$ cat config.mk
export PLATFORM = sky130hd
export DESIGN_NAME = sfi_cmd_core
export DESIGN_NICKNAME = d
export VERILOG_FILES = /design/src/sfi_pkg.sv /design/src/sfi_cmd_core.sv
export SDC_FILE = /design/constraint.sdc
export NUM_CORES = 1
export LEC_CHECK = 0
export ABC_AREA = 1
export BUFFER_PORTS_ARGS = -buffer_cell sky130_fd_sc_hd__clkbuf_2
export CAP_MARGIN = 20
export CORE_AREA = 2 2 172 174
export DETAILED_ROUTE_END_ITERATION = 10
export DIE_AREA = 0 0 174 176
export GPL_TIMING_DRIVEN = 0
export PLACE_DENSITY_LB_ADDON = 0.3
export SYNTH_ARGS = -nofsm -noshare
export SYNTH_HDL_FRONTEND = slang
export SYNTH_SLANG_ARGS = --single-unit
$ cat constraint.sdc
create_clock -name core_clk -period 4.82 [get_ports core_clk]
set_input_delay 0.241 -clock core_clk [delete_from_list [all_inputs] [get_ports core_clk]]
set_output_delay 0.241 -clock core_clk [all_outputs]
set_load 0.02 [all_outputs]
$ cat src/sfi_pkg.sv
// constants shared by the serial flash id / power / wrap command core
// assumes a 10 MHz core clock and a host link clock far slower than it
package sfi_pkg;

	// opcodes decoded by the core
	localparam logic [7:0] OP_WRAP = 8'h77;
	localparam logic [7:0] OP_MID  = 8'h90;
	localparam logic [7:0] OP_MID2 = 8'h92;
	localparam logic [7:0] OP_MID4 = 8'h94;
	localparam logic [7:0] OP_JID  = 8'h9f;
	localparam logic [7:0] OP_UID  = 8'h4b;
	localparam logic [7:0] OP_DPD  = 8'hb9;
	localparam logic [7:0] OP_RES  = 8'hab;
	localparam logic [7:0] OP_SEC  = 8'h48;

	// bits moved per link clock
	localparam logic [2:0] WID_SINGLE = 3'h1;
	localparam logic [2:0] WID_DUAL   = 3'h2;
	localparam logic [2:0] WID_QUAD   = 3'h4;

	// phase lengths in bits
	localparam logic [5:0] CMD_BITS      = 6'h08;
	localparam logic [5:0] ADDR_BITS     = 6'h18;
	localparam logic [5:0] WRAP_BITS     = 6'h08;
	localparam logic [5:0] DUM_QUAD_ID   = 6'h10;
	localparam logic [5:0] DUM_SEC       = 6'h08;
	localparam logic [5:0] DUM_UID       = 6'h20;
	localparam logic [5:0] DUM_RES       = 6'h18;
	localparam logic [3:0] BYTE_BITS     = 4'h8;
	localparam logic [7:0] JID_LAST_IDX  = 8'h02;

	// wrap field: bit 0 disables wrap, bits 2:1 give the length
	localparam logic [2:0] WRAP_DEFAULT  = 3'h1;
	localparam int         WRAP_DIS_POS  = 4;
	localparam logic [5:0] WRAP_MASK_OFF = 6'h00;

	// security register address fields
	localparam logic [7:0] SEC_HIGH_ZERO = 8'h00;
	localparam logic [3:0] SEC_MID_ZERO  = 4'h0;

	// timing
	localparam int CLK_PERIOD_NS    = 100;
	localparam int PD_ENTRY_NS      = 3000;
	localparam int RELEASE_PLAIN_NS = 3000;
	localparam int RELEASE_CODE_NS  = 3000;
	localparam logic [7:0] PD_ENTRY_CYC      = 8'(PD_ENTRY_NS / CLK_PERIOD_NS);
	localparam logic [7:0] RELEASE_PLAIN_CYC = 8'(RELEASE_PLAIN_NS / CLK_PERIOD_NS);
	localparam logic [7:0] RELEASE_CODE_CYC  = 8'(RELEASE_CODE_NS / CLK_PERIOD_NS);

	// command sequencer states
	typedef enum logic [2:0] {
		ST_IDLE, ST_CMD, ST_ADDR, ST_DUMMY, ST_WRAP, ST_END, ST_OUT, ST_HOLD
	} sfi_state_t;

endpackage : sfi_pkg

$ cat src/sfi_cmd_core.sv
// serial flash instruction core: wrap setup, id reads, power-down, security reads
// assumes link pins arrive unsynchronised; status, reset and security data are
// on core_clk, security data valid one cycle after the address it answers
//
// Behaviour
// - wrap setup is 77h, 24 dummy bits, 8 wrap bits, then select high
// - stored wrap setting is offered to quad io and quad word reads
// - wrap disable bit powers up 1; writing 1 again restores linear reads
// - length bits pick 8, 16, 32 or 64 byte sections when enabled
// - 90h with address 0 gives maker first, address 1 gives device first
// - 92h is the same read with two bits per clock
// - 94h moves four bits per clock with four dummy clocks after address
// - 9fh returns maker, memory type, capacity on falling edges
// - 9fh is not decoded while a program or erase runs
// - select high during output aborts it and returns to standby
// - 4bh plus four dummy bytes shifts out the 64 bit unique number
// - b9h acts only if select rises after bit eight; entry within delay
// - powered down, every instruction except release is ignored
// - the device starts in normal standby, not powered down
// - abh alone releases power-down after the plain release delay
// - abh plus three dummy bytes repeats the device code msb first
// - abh while write in progress is ignored
// - 48h takes address and dummy byte, then bytes with rising address
// - address bits 15:12 pick register 1 to 3; byte index wraps ff to 00
// - software reset restores the wrap field to its power-on value
`timescale 1ns/1ns
module sfi_cmd_core import sfi_pkg::*; #(
	parameter logic [7:0]  MAKER_CODE  = 8'h5a,                 // arbitrary value
	parameter logic [7:0]  DEVICE_CODE = 8'h17,                 // arbitrary value
	parameter logic [7:0]  MEM_TYPE    = 8'h40,                 // arbitrary value
	parameter logic [7:0]  CAPACITY    = 8'h18,                 // arbitrary value
	parameter logic [63:0] UNIQUE_ID   = 64'h0123_4567_89ab_cdef // arbitrary value
) (
	// clock and reset
	input  wire logic        core_clk,
	input  wire logic        rst_n,
	// serial link pins
	input  wire logic        cs_n,
	input  wire logic        sclk,
	input  wire logic [3:0]  io_in,
	output logic      [3:0]  io_out_q,
	output logic      [3:0]  io_oe_q,
	// device status and software reset
	input  wire logic        write_in_progress_flag,
	input  wire logic        soft_reset,
	// wrap setting for the quad read path
	output logic      [2:0]  wrap_field_q,
	output logic      [5:0]  wrap_mask_q,
	// power state
	output logic             deep_power_down_state_q,
	output logic             pd_busy_q,
	// security register read port
	output logic             sec_rd_en_q,
	output logic      [9:0]  sec_rd_addr_q,
	input  wire logic [7:0]  sec_rd_data
);

	localparam int A_PD_CYC   = int'(PD_ENTRY_CYC);
	localparam int A_REL1_MAX = int'(RELEASE_PLAIN_CYC) + 1;

	// section mask from the two length bits
	function automatic logic [5:0] wrap_mask(input logic [1:0] len);
		unique case (len)
			2'b00: wrap_mask = 6'h07;
			2'b01: wrap_mask = 6'h0f;
			2'b10: wrap_mask = 6'h1f;
			2'b11: wrap_mask = 6'h3f;
		endcase
	endfunction : wrap_mask

	sfi_state_t   st_q;
	logic [6:0]   meta_q;
	logic [6:0]   sync_q;
	logic [1:0]   prev_q;
	logic [7:0]   op_q;
	logic [2:0]   wid_q;
	logic [5:0]   cnt_q;
	logic [5:0]   dum_q;
	logic [31:0]  sr_q;
	logic [23:0]  addr_q;
	logic [7:0]   tmr_q;
	logic         entering_q;
	logic [7:0]   idx_q;
	logic [3:0]   bit_q;

	logic         cs_s;
	logic         rise;
	logic         fall;
	logic         cs_up;
	logic         cs_dn;
	logic [31:0]  sr_in;
	logic [5:0]   cnt_nx;
	logic [3:0]   bit_nx;
	logic         lockout;
	logic         wrap_commit;
	logic         dpd_commit;
	logic         res_commit;
	logic         sec_valid;
	logic [7:0]   cur_byte;
	logic [7:0]   cur_sh;
	logic [63:0]  uid_sh;

	// two flops on every pin; only the second stage and later are read
	always_ff @(posedge core_clk or negedge rst_n) begin
		if (!rst_n) begin
			meta_q <= 7'h7f;
			sync_q <= 7'h7f;
			prev_q <= 2'h3;
		end else begin
			meta_q <= {cs_n, sclk, 1'b0, io_in};
			sync_q <= meta_q;
			prev_q <= sync_q[6:5];
		end
	end

	// link edges, seen only while selected
	assign cs_s  = sync_q[6];
	assign rise  = sync_q[5] & ~prev_q[0] & ~cs_s;
	assign fall  = ~sync_q[5] & prev_q[0] & ~cs_s;
	assign cs_up = cs_s & ~prev_q[1];
	assign cs_dn = ~cs_s & prev_q[1];

	// shift in at the current lane width
	always_comb begin
		unique case (wid_q)
			WID_DUAL: sr_in = {sr_q[29:0], sync_q[1:0]};
			WID_QUAD: sr_in = {sr_q[27:0], sync_q[3:0]};
			default:  sr_in = {sr_q[30:0], sync_q[0]};
		endcase
	end
	assign cnt_nx = cnt_q + {3'h0, wid_q};

	// a timer running, or power-down for all but abh, blocks decode; busy blocks abh and 9fh
	assign lockout = (tmr_q != 8'h00) ||
		(deep_power_down_state_q && sr_in[7:0] != OP_RES) ||
		(write_in_progress_flag && sr_in[7:0] == OP_JID) ||
		(write_in_progress_flag && sr_in[7:0] == OP_RES);

	// command sequencer, stepped on rising link edges
	always_ff @(posedge core_clk or negedge rst_n) begin
		if (!rst_n) begin
			st_q   <= ST_IDLE;
			op_q   <= 8'h00;
			wid_q  <= WID_SINGLE;
			cnt_q  <= 6'h00;
			dum_q  <= 6'h00;
			sr_q   <= 32'h0000_0000;
			addr_q <= 24'h00_0000;
		end else if (cs_up || soft_reset) begin
			st_q <= ST_IDLE;
		end else if (cs_dn) begin
			st_q  <= ST_CMD;
			wid_q <= WID_SINGLE;
			cnt_q <= 6'h00;
		end else if (rise) begin
			sr_q  <= sr_in;
			cnt_q <= cnt_nx;
			unique case (st_q)
				ST_CMD: begin
					if (cnt_nx == CMD_BITS) begin
						op_q  <= sr_in[7:0];
						cnt_q <= 6'h00;
						if (lockout) begin
							st_q <= ST_HOLD;
						end else begin
							unique case (sr_in[7:0])
								OP_WRAP, OP_MID, OP_SEC: st_q <= ST_ADDR;
								OP_MID2: begin
									st_q  <= ST_ADDR;
									wid_q <= WID_DUAL;
								end
								OP_MID4: begin
									st_q  <= ST_ADDR;
									wid_q <= WID_QUAD;
								end
								OP_JID: st_q <= ST_OUT;
								OP_UID: begin
									st_q  <= ST_DUMMY;
									dum_q <= DUM_UID;
								end
								OP_DPD, OP_RES: st_q <= ST_END;
								default: st_q <= ST_HOLD;
							endcase
						end
					end
				end
				ST_ADDR: begin
					if (cnt_nx == ADDR_BITS) begin
						addr_q <= sr_in[23:0];
						cnt_q  <= 6'h00;
						if (op_q == OP_WRAP) begin
							st_q <= ST_WRAP;
						end else if (op_q == OP_MID4) begin
							st_q  <= ST_DUMMY;
							dum_q <= DUM_QUAD_ID;
						end else if (op_q == OP_SEC) begin
							st_q  <= ST_DUMMY;
							dum_q <= DUM_SEC;
						end else begin
							st_q <= ST_OUT;
						end
					end
				end
				ST_DUMMY: begin
					if (cnt_nx == dum_q) begin
						st_q <= ST_OUT;
					end
				end
				ST_WRAP: begin
					if (cnt_nx == WRAP_BITS) begin
						st_q <= ST_END;
					end
				end
				ST_END: begin
					// a clock after bit eight cancels power-down entry
					if (op_q == OP_RES) begin
						st_q  <= ST_DUMMY;
						dum_q <= DUM_RES;
					end else begin
						st_q <= ST_HOLD;
					end
				end
				ST_IDLE, ST_OUT, ST_HOLD: st_q <= st_q;
			endcase
		end
	end

	// actions taken when select rises at a legal point
	assign wrap_commit = cs_up && st_q == ST_END && op_q == OP_WRAP;
	assign dpd_commit  = cs_up && st_q == ST_END && op_q == OP_DPD;
	assign res_commit  = cs_up && op_q == OP_RES && deep_power_down_state_q &&
		(st_q == ST_END || st_q == ST_DUMMY || st_q == ST_OUT);

	// wrap field and the section mask the quad read path applies
	always_ff @(posedge core_clk or negedge rst_n) begin
		if (!rst_n) begin
			wrap_field_q <= WRAP_DEFAULT;
			wrap_mask_q  <= WRAP_MASK_OFF;
		end else if (soft_reset) begin
			wrap_field_q <= WRAP_DEFAULT;
			wrap_mask_q  <= WRAP_MASK_OFF;
		end else if (wrap_commit) begin
			wrap_field_q <= sr_q[6:4];
			wrap_mask_q  <= sr_q[WRAP_DIS_POS] ? WRAP_MASK_OFF : wrap_mask(sr_q[6:5]);
		end
	end

	// power-down entry and release timing; commands are ignored while it runs
	always_ff @(posedge core_clk or negedge rst_n) begin
		if (!rst_n) begin
			deep_power_down_state_q <= 1'b0;
			pd_busy_q  <= 1'b0;
			tmr_q      <= 8'h00;
			entering_q <= 1'b0;
		end else if (soft_reset) begin
			deep_power_down_state_q <= 1'b0;
			pd_busy_q  <= 1'b0;
			tmr_q      <= 8'h00;
			entering_q <= 1'b0;
		end else if (dpd_commit) begin
			tmr_q      <= PD_ENTRY_CYC;
			pd_busy_q  <= 1'b1;
			entering_q <= 1'b1;
		end else if (res_commit) begin
			// the code read variant uses its own release wait, the same length as the plain one
			tmr_q      <= (st_q == ST_END) ? RELEASE_PLAIN_CYC : RELEASE_CODE_CYC;
			pd_busy_q  <= 1'b1;
			entering_q <= 1'b0;
		end else if (tmr_q != 8'h00) begin
			tmr_q <= tmr_q - 8'h01;
			if (tmr_q == 8'h01) begin
				deep_power_down_state_q <= entering_q;
				pd_busy_q <= 1'b0;
			end
		end
	end

	// security register select must be 1 to 3 with zero upper fields
	assign sec_valid = addr_q[23:16] == SEC_HIGH_ZERO && addr_q[11:8] == SEC_MID_ZERO &&
		addr_q[15:12] != 4'h0 && addr_q[15:14] == 2'b00;
	assign uid_sh = UNIQUE_ID << {idx_q[2:0], 3'h0};

	// byte currently on the wire
	always_comb begin
		unique case (op_q)
			OP_MID, OP_MID2, OP_MID4:
				cur_byte = (idx_q[0] ^ addr_q[0]) ? DEVICE_CODE : MAKER_CODE;
			OP_JID:
				cur_byte = (idx_q == 8'h00) ? MAKER_CODE :
					((idx_q == 8'h01) ? MEM_TYPE : CAPACITY);
			OP_UID:  cur_byte = uid_sh[63:56];
			OP_RES:  cur_byte = DEVICE_CODE;
			OP_SEC:  cur_byte = sec_valid ? sec_rd_data : 8'h00;
			default: cur_byte = 8'h00;
		endcase
	end
	assign cur_sh = cur_byte << bit_q;
	assign bit_nx = bit_q + {1'b0, wid_q};

	// output shifter, driven on falling link edges, msb first
	always_ff @(posedge core_clk or negedge rst_n) begin
		if (!rst_n) begin
			io_out_q <= 4'h0;
			io_oe_q  <= 4'h0;
			idx_q    <= 8'h00;
			bit_q    <= 4'h0;
		end else if (st_q != ST_OUT || cs_up) begin
			io_oe_q <= 4'h0;
			idx_q   <= 8'h00;
			bit_q   <= 4'h0;
		end else if (fall) begin
			unique case (wid_q)
				WID_QUAD: begin
					io_out_q <= cur_sh[7:4];
					io_oe_q  <= 4'hf;
				end
				WID_DUAL: begin
					io_out_q <= {2'h0, cur_sh[7:6]};
					io_oe_q  <= 4'h3;
				end
				default: begin
					io_out_q <= {2'h0, cur_sh[7], 1'b0};
					io_oe_q  <= 4'h2;
				end
			endcase
			if (bit_nx == BYTE_BITS) begin
				bit_q <= 4'h0;
				// 9fh cycles its three bytes; others roll the 8-bit index
				idx_q <= (op_q == OP_JID && idx_q == JID_LAST_IDX) ? 8'h00 : idx_q + 8'h01;
			end else begin
				bit_q <= bit_nx;
			end
		end
	end

	// security read address; byte index wraps inside the chosen register
	always_ff @(posedge core_clk or negedge rst_n) begin
		if (!rst_n) begin
			sec_rd_en_q   <= 1'b0;
			sec_rd_addr_q <= 10'h000;
		end else begin
			sec_rd_en_q   <= st_q == ST_OUT && op_q == OP_SEC && sec_valid;
			sec_rd_addr_q <= {addr_q[13:12], addr_q[7:0] + idx_q};
		end
	end

	a_wrap_mask_len: assert property (@(posedge core_clk) disable iff (!rst_n)
		!wrap_field_q[0] |-> wrap_mask_q == wrap_mask(wrap_field_q[2:1]))
		else $error("wrap mask does not match length bits");

	a_wrap_soft_reset: assert property (@(posedge core_clk) disable iff (!rst_n)
		soft_reset |=> wrap_field_q == WRAP_DEFAULT && wrap_mask_q == WRAP_MASK_OFF)
		else $error("soft reset left wrap setting");

	a_pd_entry_time: assert property (@(posedge core_clk) disable iff (!rst_n)
		dpd_commit && !soft_reset |=> !deep_power_down_state_q ##A_PD_CYC deep_power_down_state_q)
		else $error("power-down not entered on time");

	a_pd_ignore_cmd: assert property (@(posedge core_clk) disable iff (!rst_n)
		st_q == ST_CMD && rise && cnt_nx == CMD_BITS && deep_power_down_state_q &&
		sr_in[7:0] != OP_RES && !cs_up && !soft_reset |=> st_q == ST_HOLD)
		else $error("instruction decoded while powered down");

	a_release_wait: assert property (@(posedge core_clk) disable iff (!rst_n)
		res_commit && st_q == ST_END && !soft_reset |-> ##[1:A_REL1_MAX] !deep_power_down_state_q)
		else $error("release from power-down late");

	a_jid_busy: assert property (@(posedge core_clk) disable iff (!rst_n)
		st_q == ST_CMD && rise && cnt_nx == CMD_BITS && sr_in[7:0] == OP_JID &&
		write_in_progress_flag && !cs_up && !soft_reset |=> st_q == ST_HOLD)
		else $error("id read decoded during busy");

	a_res_busy: assert property (@(posedge core_clk) disable iff (!rst_n)
		st_q == ST_CMD && rise && cnt_nx == CMD_BITS && sr_in[7:0] == OP_RES &&
		write_in_progress_flag && !cs_up && !soft_reset |=> st_q == ST_HOLD ##1 !pd_busy_q)
		else $error("release instruction taken during busy");

	a_cs_abort: assert property (@(posedge core_clk) disable iff (!rst_n)
		cs_up |=> io_oe_q == 4'h0 ##1 st_q == ST_IDLE || st_q == ST_CMD)
		else $error("output not released on select high");

	a_id_first: assert property (@(posedge core_clk) disable iff (!rst_n)
		st_q == ST_OUT && op_q == OP_MID && idx_q == 8'h00 |->
		cur_byte == (addr_q[0] ? DEVICE_CODE : MAKER_CODE))
		else $error("wrong first id byte");

	a_sec_wrap: assert property (@(posedge core_clk) disable iff (!rst_n)
		st_q == ST_OUT && op_q == OP_SEC && fall && !cs_up && bit_nx == BYTE_BITS &&
		addr_q[7:0] + idx_q == 8'hff |=> ##1 sec_rd_addr_q[7:0] == 8'h00)
		else $error("security byte index did not wrap");

endmodule : sfi_cmd_core

== Yosys cells after proc, flatten, opt, wreduce, memory -nomap -nowiden ==
Index checks and enable logic that the tools add are counted.
Word-level totals
  bits in registers: 140
  latch bits: 0
  RAM bits: 0
  memory bits (read-only): 0
  input port bits: 18
  output and inout bits: 30
  word-level logic and storage cells: 230
  memories kept: 0
Cells by class
  add/subtract/negate cells: 5
  multipliers: 0
  div/mod/pow operators: 0
  magnitude comparators: 0
  eq/ne operators: 54
  shift operators: 2
  muxes and demuxes: 74
  bitwise gates (word level): 14
  reduce and logical (&&, ||, !) cells: 59
Operators by type and width (number)
  $eq A8 B8 Y1 const B: 12
  $mux W6: 15
  $mux W8: 9
  $shl A57 B6 Y64 const A: 1
  $mux W3: 19
  $eq A8 B7 Y1 const B: 6
  $pmux W24 S2: 1
  $pmux W8 S5: 1
  $pmux W6 S4: 1
  $mux W7: 3
  $mux W4: 5
  $pmux W6 S3: 1
  $eq A8 B1 Y1 const B: 2
  $logic_not A8 Y1: 2
  $ne A2 B2 Y1 const B: 8
  $ne A4 B4 Y1 const B: 4
  $pmux W4 S2: 2
  $reduce_bool A2 Y1: 8
  $eq A3 B3 Y1 const B: 5
  $logic_and A1 B1 Y1: 15
  $pmux W3 S5: 1
  $mux W1: 13
  $pmux W3 S4: 1
  $pmux W6 S2: 1
  38 further kinds: 72

== Longest topological paths before layout ==
Gate-level depths: netlist of run 1.
  depth in word-level cells: 13
  gate-level depth with buffers: 18
  gate-level depth less buffers: 18

== Worst setup path before layout of run 1 ==
OpenSTA, ideal clock, no wires.
  kind: register to register
  from: reg wid_q[0]
  to: reg addr_q[7]
  setup time: 0.130 ns
  arrival: 2.167 ns
  data required time: 4.690 ns
  setup slack: 2.523 ns
  stages on the path, launching flop included: 13
  buffers on the path: 2
  period minus slack after synthesis: 2.297 ns
  cells stage by stage: dfstp_2 -> ha_1 -> fa_1 -> inv_1 -> nand3_1 -> nor2_1 -> inv_1 -> nor2_1 -> nand3_1 -> buf_2 -> buf_2 -> nand2_1 -> o21ai_0
On the way
  cells in the longest elaborated chain, start to end: 3
  elaborated cells on any way between the ends: 6
  those cells by class: 1 x add/sub; 3 x eq/ne; 1 x mux; 1 x reduce/logical
RTL lines
  start, declared: line sfi_cmd_core.sv:76  | logic [2:0] wid_q;
  start signal, assigned: line sfi_cmd_core.sv:144  | wid_q <= WID_SINGLE;
  start signal, assigned: line sfi_cmd_core.sv:153  | wid_q <= WID_SINGLE;
  start signal, assigned: line sfi_cmd_core.sv:170  | wid_q <= WID_DUAL;
  $add A6 B3 Y6: line sfi_cmd_core.sv:131  | assign cnt_nx = cnt_q + {3'h0, wid_q};
  $eq A6 B5 Y1: line sfi_cmd_core.sv:188  | if (cnt_nx == ADDR_BITS) begin
  $reduce_and A5 Y1 (no line)
  end signal, assigned: line sfi_cmd_core.sv:189  | addr_q <= sr_in[23:0];
  end, declared: line sfi_cmd_core.sv:80  | logic [23:0] addr_q;
Several ways; a longest one is shown, not always the timed one.
A chain may end at the register's enable or synchronous reset.

== Worst setup path in the final report of run 1 ==
  from: reg wid_q[1]
  to: reg addr_q[8]
Same word-level chain as after synthesis.

==> impl_metrics.csv, run 1 <==
group,metric,value,unit
clock_network,cts_buffer_depth,2,
synthesis,yosys-top-cells-area,"dfrtp_1 (39%), nand2_1 (11%), inv_1 (6.3%)",
worst_setup_path,cp-end-kind,"flop",
placement,hpwl,14.6,mm
synthesis,yosysTopAreaCell,"dfrtp_1",
timing,hold_viol,0,
global_route,gr-total-overflow,0,
synthesis,yosysWarnings,0,
placement,gp_congestion,0.901,
global_route,grt_max_degree,106,
timing,fin_skew,9.50,ps
die,die_y,176,µm
layout,fin_util,0.307,
power,p_leak,4.20,nW
detailed_routing,wl_met1,9.90,mm
detailed_routing,wl_met3,1.01,mm
synthesis,synth_seq_cells,132,
synthesis,async_reset_ff_frac,1.00,
die,die_w,174,µm
clock_network,clk_latency,420,ps
clock_network,cts_buffers,17,
worst_setup_path,cp-start-kind,"flop",
die,start_util,0.259,
power,netSwitchingFraction,0.316,
worst_setup_path,path_buf_inv,3,
synthesis,synthCells,960,
worst_setup_path,cp.arrival,3150,ps
worst_setup_path,crit_type,"reg2reg",
timing,fmax,349,MHz
synthesis,synth-compound-area-share,0.121,
worst_setup_path,path_cells,"fa_1, xnor2_1, nand3_1, nor2_1, inv_1, nor2_1, nand3_1, buf_2, buf_2, nand2_1, o21ai_0",
power,ir_drop,0.000192,V
worst_setup_path,slowest_stage,"dfrtp_1",
layout,drive_gt1_frac,0.132,
synthesis,mappedNetlistNets,1000,
timing,worst_slack,1950,ps
worst_setup_path,r2r_start,"wid_q[1]",
timing,worstMarginPinSlew,692,ps
job,drv_cap,0,
power,internal_power,2.14,mW
die,die_area,0.0306,mm²
clock_network,numClockSinks,132,
worst_setup_path,cp_max_fo,11,
worst_setup_path,required,5100,ps
power,sequentialPowerShare,0.410,
placement,numPortBuffers,46,
synthesis,avgSynthCellArea,7.69,µm²
synthesis,yosys.area_share.simple,0.290,
layout,area_growth,18.9,%
placement,place_area,0.00813,mm²
synthesis,synth_area,0.00738,mm²
timing,post-route-period-util,0.595,
synthesis,synthFlopType,"dfrtp_1",
power,powerDensity,356,mW/mm²
synthesis,synth_top_family_by_area,"simple AND/OR/NAND/NOR gates",
synthesis,synth_cell_types,46,
die,pin_count,48,
worst_setup_path,crit_family,"simple AND/OR/NAND/NOR gates",
synthesis,synth_commonest_cells,"nand2_1 (217), inv_1 (123), dfrtp_1 (116)",
worst_setup_path,worst-r2r-setup-slack,1950,ps
global_route,grt_use_total,0.132,
detailed_routing,drc,0,
clock_network,clkTransAtPathRegs,60,ps
power,power_frac_clock,0.403,
synthesis,synth_adder_area_share,0.0404,
detailed_routing,wirelength,19.4,mm
global_route,grt_antenna_before_repair,0,
worst_setup_path,cpPeakStageDelay,640,ps
power,p_sw,0.986,mW
worst_setup_path,r2r-end,"addr_q[8]",
worst_setup_path,rr_worst_depth,11,
synthesis,yosysMostFrequentCell,"nand2_1",
layout,antenna_cells,0,
detailed_routing,wl_met2,8.30,mm
detailed_routing,drt_iter0_drc,628,
die,core_region_area,0.0285,mm²
detailed_routing,viasPerCell,4.57,
power,pwr-share-comb,0.187,
clock_network,cts-root-buf,"clkbuf_16",
synthesis,synth_mux_area_frac,0,
synthesis,synth_xor_area_frac,0.0154,
detailed_routing,routed.top_layer,"met4",
die,num_rows,62,
timing,grt_setup_unrepaired,"false",
layout,nNetsFinal,1073,
global_route,grt_pass1_vias,6282,
timing,min_period,2870,ps
global_route,grt_first_pass_wirelength,32.3,mm
detailed_routing,firstDrtPassIters,5,
clock_network,htreeDepth,4,
synthesis,ys_seq_area_frac,0.450,
synthesis,synth_edf_count,0,
timing,slew_headroom,0.539,
timing,tns,0,ps
clock_network,cts_tree,"built",
timing,finalSetupViolations,0,
detailed_routing,antenna_left,0,
synthesis,synth_top_cell_area_share,0.393,
detailed_routing,dr_total_vias,6528,
layout,design_area,0.00877,mm²
timing,slew_viol_final,0,
clock_network,post_cts_resized,0,
placement,place_ws,1990,ps
detailed_routing,wire_per_inst,13.6,µm
run_status,outcome,"complete, no violations",
min_path,hold_class,"in2async",
timing,holdWs,263,ps
cells in the final DEF, fill, tap and decap left out, drive strengths merged, types with 5 or more instances in the layout:
cell	count
nand3	97
nand4	25
clkbuf	79
dfrtp	116
nand2	226
xnor2	6
ha	19
o22ai	20
clkinv	9
o21ai	89
dfstp	16
xor2	7
dlygate4sd3	7
a21oi	39
nor3	12
nor2	104
nand3b	5
buf	10
inv	132
power groups by stage:
stage | Combinational [mW] | Sequential, mW | Clock, mW
floorplan | 0.423 | 1.27 | 0
global placement | 0.572 | 1.30 | 0
detailed placement | 0.580 | 1.30 | 0
CTS | 0.589 | 1.28 | 1.29
global route | 0.671 | 1.29 | 1.34
finish | 0.583 | 1.28 | 1.26
flip-flops by register name (all words and copies together), names as in the netlist:
signal,cells
addr_q,24
bit_q,4
cnt_q,6
deep_power_down_state_q,1
dum_q,3
entering_q,1
idx_q,8
io_oe_q,3
io_out_q,4
meta_q,6
op_q,8
pd_busy_q,1
prev_q,2
sec_rd_addr_q,10
sec_rd_en_q,1
sr_q,23
st_q,3
sync_q,6
tmr_q,8
wid_q,3
wrap_field_q,3
wrap_mask_q,4
worst max path at each step:
stage	from	endpoint	cells after the start	slack, ps
6_report	wid_q[1]	addr_q[8]	11	1950
5_1_grt	wid_q[1]	addr_q[9]	11	1720
4_1_cts	wid_q[1]	addr_q[10]	11	1960
3_5_place_dp	wid_q[1]	addr_q[10]	11	1990
3_3_place_gp	rst_n	tmr_q[3]	1	1200
2_1_floorplan	wid_q[0]	addr_q[7]	12	2520
per-layer routing:
layer  up-vias  GRT usage
met4         0     0.0301
li1       3302          -
met2       164      0.198
met5         -          0
met3        20     0.0321
met1      3042      0.192
worst reg2reg max path, cell delays in order (launching register included):
cell     delay [ps]
dfrtp_1         640
fa_1            570
xnor2_1         210
nand3_1         150
nor2_1          160
inv_1            70
nor2_1          130
nand3_1         180
buf_2           250
buf_2           220
nand2_1          80
o21ai_0          80
stage by stage:
stage | instances | total power [mW]
6_report | 1430 | 3.12
5_1_grt | 1430 | 3.30
4_1_cts | 1430 | 3.16
3_5_place_dp | 1391 | 1.88
3_3_place_gp | 1390 | 1.87
2_1_floorplan | 960 | 1.70
cell type report:
| cell class | instances | area (µm²) |
|---|---|---|
| repair buffers | 54 | 337 |
| well taps | 384 | 480 |
| clock inverters | 13 | 124 |
| flip-flops and latches | 132 | 3320 |
| plain buffers | 23 | 118 |
| inverters | 132 | 495 |
| clock buffers | 19 | 453 |
| fillers | 3109 | 19800 |
| multi-input cells | 673 | 3440 |
kinds of logic after synthesis:
family,count (synthesis)
DFF,132
AOI/OAI and AO/OA,163
adders and majority gates,22
buffers and inverters,155
xor gates and xnor gates,13
and+or+nand+nor,475
repair_timing:
item / CTS / global route
endpoints found under the hold margin: 33 / 0
setup buffers: 0 / 0
setup endpoints to repair: 0 / 0
hold buffers: 7 / 0
Power figures use the tool's default switching activity.
==> run 2, diff against run 1 <==
==> constraint.sdc (replaced) <==
create_clock -name core_clk -period 2.6 [get_ports core_clk]
set_input_delay 0.13 -clock core_clk [delete_from_list [all_inputs] [get_ports core_clk]]
set_output_delay 0.13 -clock core_clk [all_outputs]
set_load 0.02 [all_outputs]
==> impl_metrics.csv, run 2 (synthesized netlist as in run 1, its figures left out) <==
group,metric,value,unit
run_status,outcome,"complete, no violations",
min_path,hold_class,"in2async",
layout,largestRegisters,"addr_q x24, sr_q x23, sec_rd_addr_q x10",
power,p_leak,4.25,nW
placement,place_ws,-233,ps
job,drv_cap,0,
die,die_area,0.0306,mm²
timing,hold_viol,0,
clock_network,cts_buffers,17,
layout,regArea,0.00333,mm²
worst_setup_path,path_buf_inv,4,
detailed_routing,wirelength,19.5,mm
power,powerDensity,655,mW/mm²
clock_network,htreeDepth,4,
timing,worst_slack,155,ps
global_route,gr-total-overflow,0,
worst_setup_path,slowest_stage,"dfstp_2",
worst_setup_path,cp_max_fo,10,
die,num_rows,62,
worst_setup_path,crit_end,"addr_q[8]",
worst_setup_path,cp-end-kind,"flop",
layout,regMostFlops,"addr_q",
worst_setup_path,worst-r2r-setup-slack,160,ps
timing,post-route-period-util,0.940,
layout,fin_cells,1438,
layout,layout_commonest_cell,"nand2_1",
worst_setup_path,critPathMostFrequentCell,"nand2_1",
placement,post-place-cells,1391,
clock_network,cts_buffer_depth,2,
timing,slew_viol_final,0,
die,core_region_area,0.0285,mm²
worst_setup_path,path_cells,"inv_1, nor3_2, nand2_1, nor2_1, buf_2, nand3_2, buf_6, buf_4, nand2_1, o21ai_0",
global_route,grt_max_degree,106,
layout,layout_common_cells,"nand2_1 (213), inv_1 (123), dfrtp_1 (114)",
layout,drive_gt1_frac,0.156,
die,die_y,176,µm
detailed_routing,wire_per_inst,13.6,µm
detailed_routing,antenna_left,0,
power,ir_drop,0.000357,V
worst_setup_path,r2r-end,"addr_q[8]",
timing,fmax,409,MHz
timing,worstMarginPinSlew,666,ps
layout,nNetsFinal,1081,
worst_setup_path,crit_family,"simple AND/OR/NAND/NOR gates",
worst_setup_path,crit_type,"reg2reg",
layout,antenna_cells,0,
worst_setup_path,required,2880,ps
global_route,grt_use_total,0.132,
clock_network,cts_tree,"built",
worst_setup_path,cpPeakStageDelay,540,ps
layout,largest_reg_flops,24,
worst_setup_path,path_depth,10,
worst_setup_path,r2r_start,"sync_q[5]",
clock_network,cts-root-buf,"clkbuf_16",
worst_setup_path,cp.arrival,2720,ps
die,die_w,174,µm
global_route,grt_first_pass_wirelength,32.4,mm
layout,multiInputGateArea,0.00351,mm²
timing,finalSetupViolations,0,
detailed_routing,drc,0,
detailed_routing,firstDrtPassIters,5,
worst_setup_path,startpoint,"sync_q[5]",
clock_network,clkTransAtPathRegs,60,ps
placement,numPortBuffers,46,
worst_setup_path,rr_worst_depth,10,
clock_network,numClockSinks,132,
detailed_routing,drt_iter0_drc,580,
die,start_util,0.259,
clock_network,clk_latency,420,ps
placement,hpwl,14.6,mm
timing,slew_headroom,0.556,
detailed_routing,dr_total_vias,6589,
timing,min_period,2440,ps
placement,gp_congestion,0.901,
layout,fillers,3093,
worst_setup_path,cp-start-kind,"flop",
layout,area_growth,20.9,%
detailed_routing,viasPerCell,4.58,
die,pin_count,48,
global_route,grt_antenna_before_repair,0,
timing,grt_setup_unrepaired,"false",
timing,fin_skew,9.92,ps
global_route,grt_pass1_vias,6299,
==> run 2: how the worst min path moves through the flow <==
| stage | start | endpoint | slack (ps) | cells after the start |
|---|---|---|---|---|
| floorplan | rst_n | addr_q[0] | -170 | 0 |
| global placement | cs_n | meta_q[6] | 220 | 1 |
| detailed placement | rst_n | io_oe_q[0] | 40 | 1 |
| CTS | soft_reset | deep_power_down_state_q | 140 | 2 |
| global route | rst_n | sec_rd_addr_q[2] | 170 | 2 |
| finish | rst_n | sec_rd_addr_q[2] | 150 | 2 |
==> run 2: cell type report <==
type,count,area share
Multi-Input combinational cell,673,0.393
Tap cell,384,0.0538
Buffer,23,0.0143
Inverter,132,0.0555
Clock inverter,13,0.0139
Timing Repair Buffer,62,0.0458
Sequential cell,132,0.373
Clock buffer,19,0.0508
==> run 2: layer usage <==
metal	GRT usage	vias to the layer above	routed length [µm]
li1	-	3316	-
met5	0	-	0
met4	0.0301	0	213
met1	0.193	3107	10000
met3	0.0312	17	937
met2	0.198	149	8360
==> run 2: power by group <==
part           total [mW]  switching [mW]  internal (mW)
clock network        2.34           0.964           1.38
registers            2.36           0.138           2.22
logic                1.15           0.749          0.396
total                5.84            1.85           3.99
==> run 2: worst reg2reg max path: stages (launching register included) <==
cell and delay (ps):
dfstp_2 540, inv_1 60, nor3_2 230, nand2_1 210
nor2_1 260, buf_2 320, nand3_2 180, buf_6 180
buf_4 180, nand2_1 60, o21ai_0 80
==> run 2: repair_timing <==
action | CTS | global route
endpoints found under the setup margin | 35 | 41
hold buffers | 7 | 0
resized for setup | 8 | 17
buffers inserted | 3 | 5
pin swaps | 1 | 1
hold endpoints to repair | 33 | 0
gates cloned | 0 | 0
==> run 2: metrics by stage <==
step / TNS, ps / utilization / hold slack, ps / total power [mW] / instance area [µm²]
after CTS: 0 / 0.309 / 140 / 5.88 / 8830
final: 0 / 0.313 / 152 / 5.84 / 8920
after detailed placement: -5030 / 0.285 / 39.0 / 3.48 / 8130
after global placement: -108310 / 0.283 / 220 / 3.46 / 8090
after floorplan: 0 / - / -166 / 3.14 / 7380
after global routing: 0 / 0.313 / 169 / 6.18 / 8920
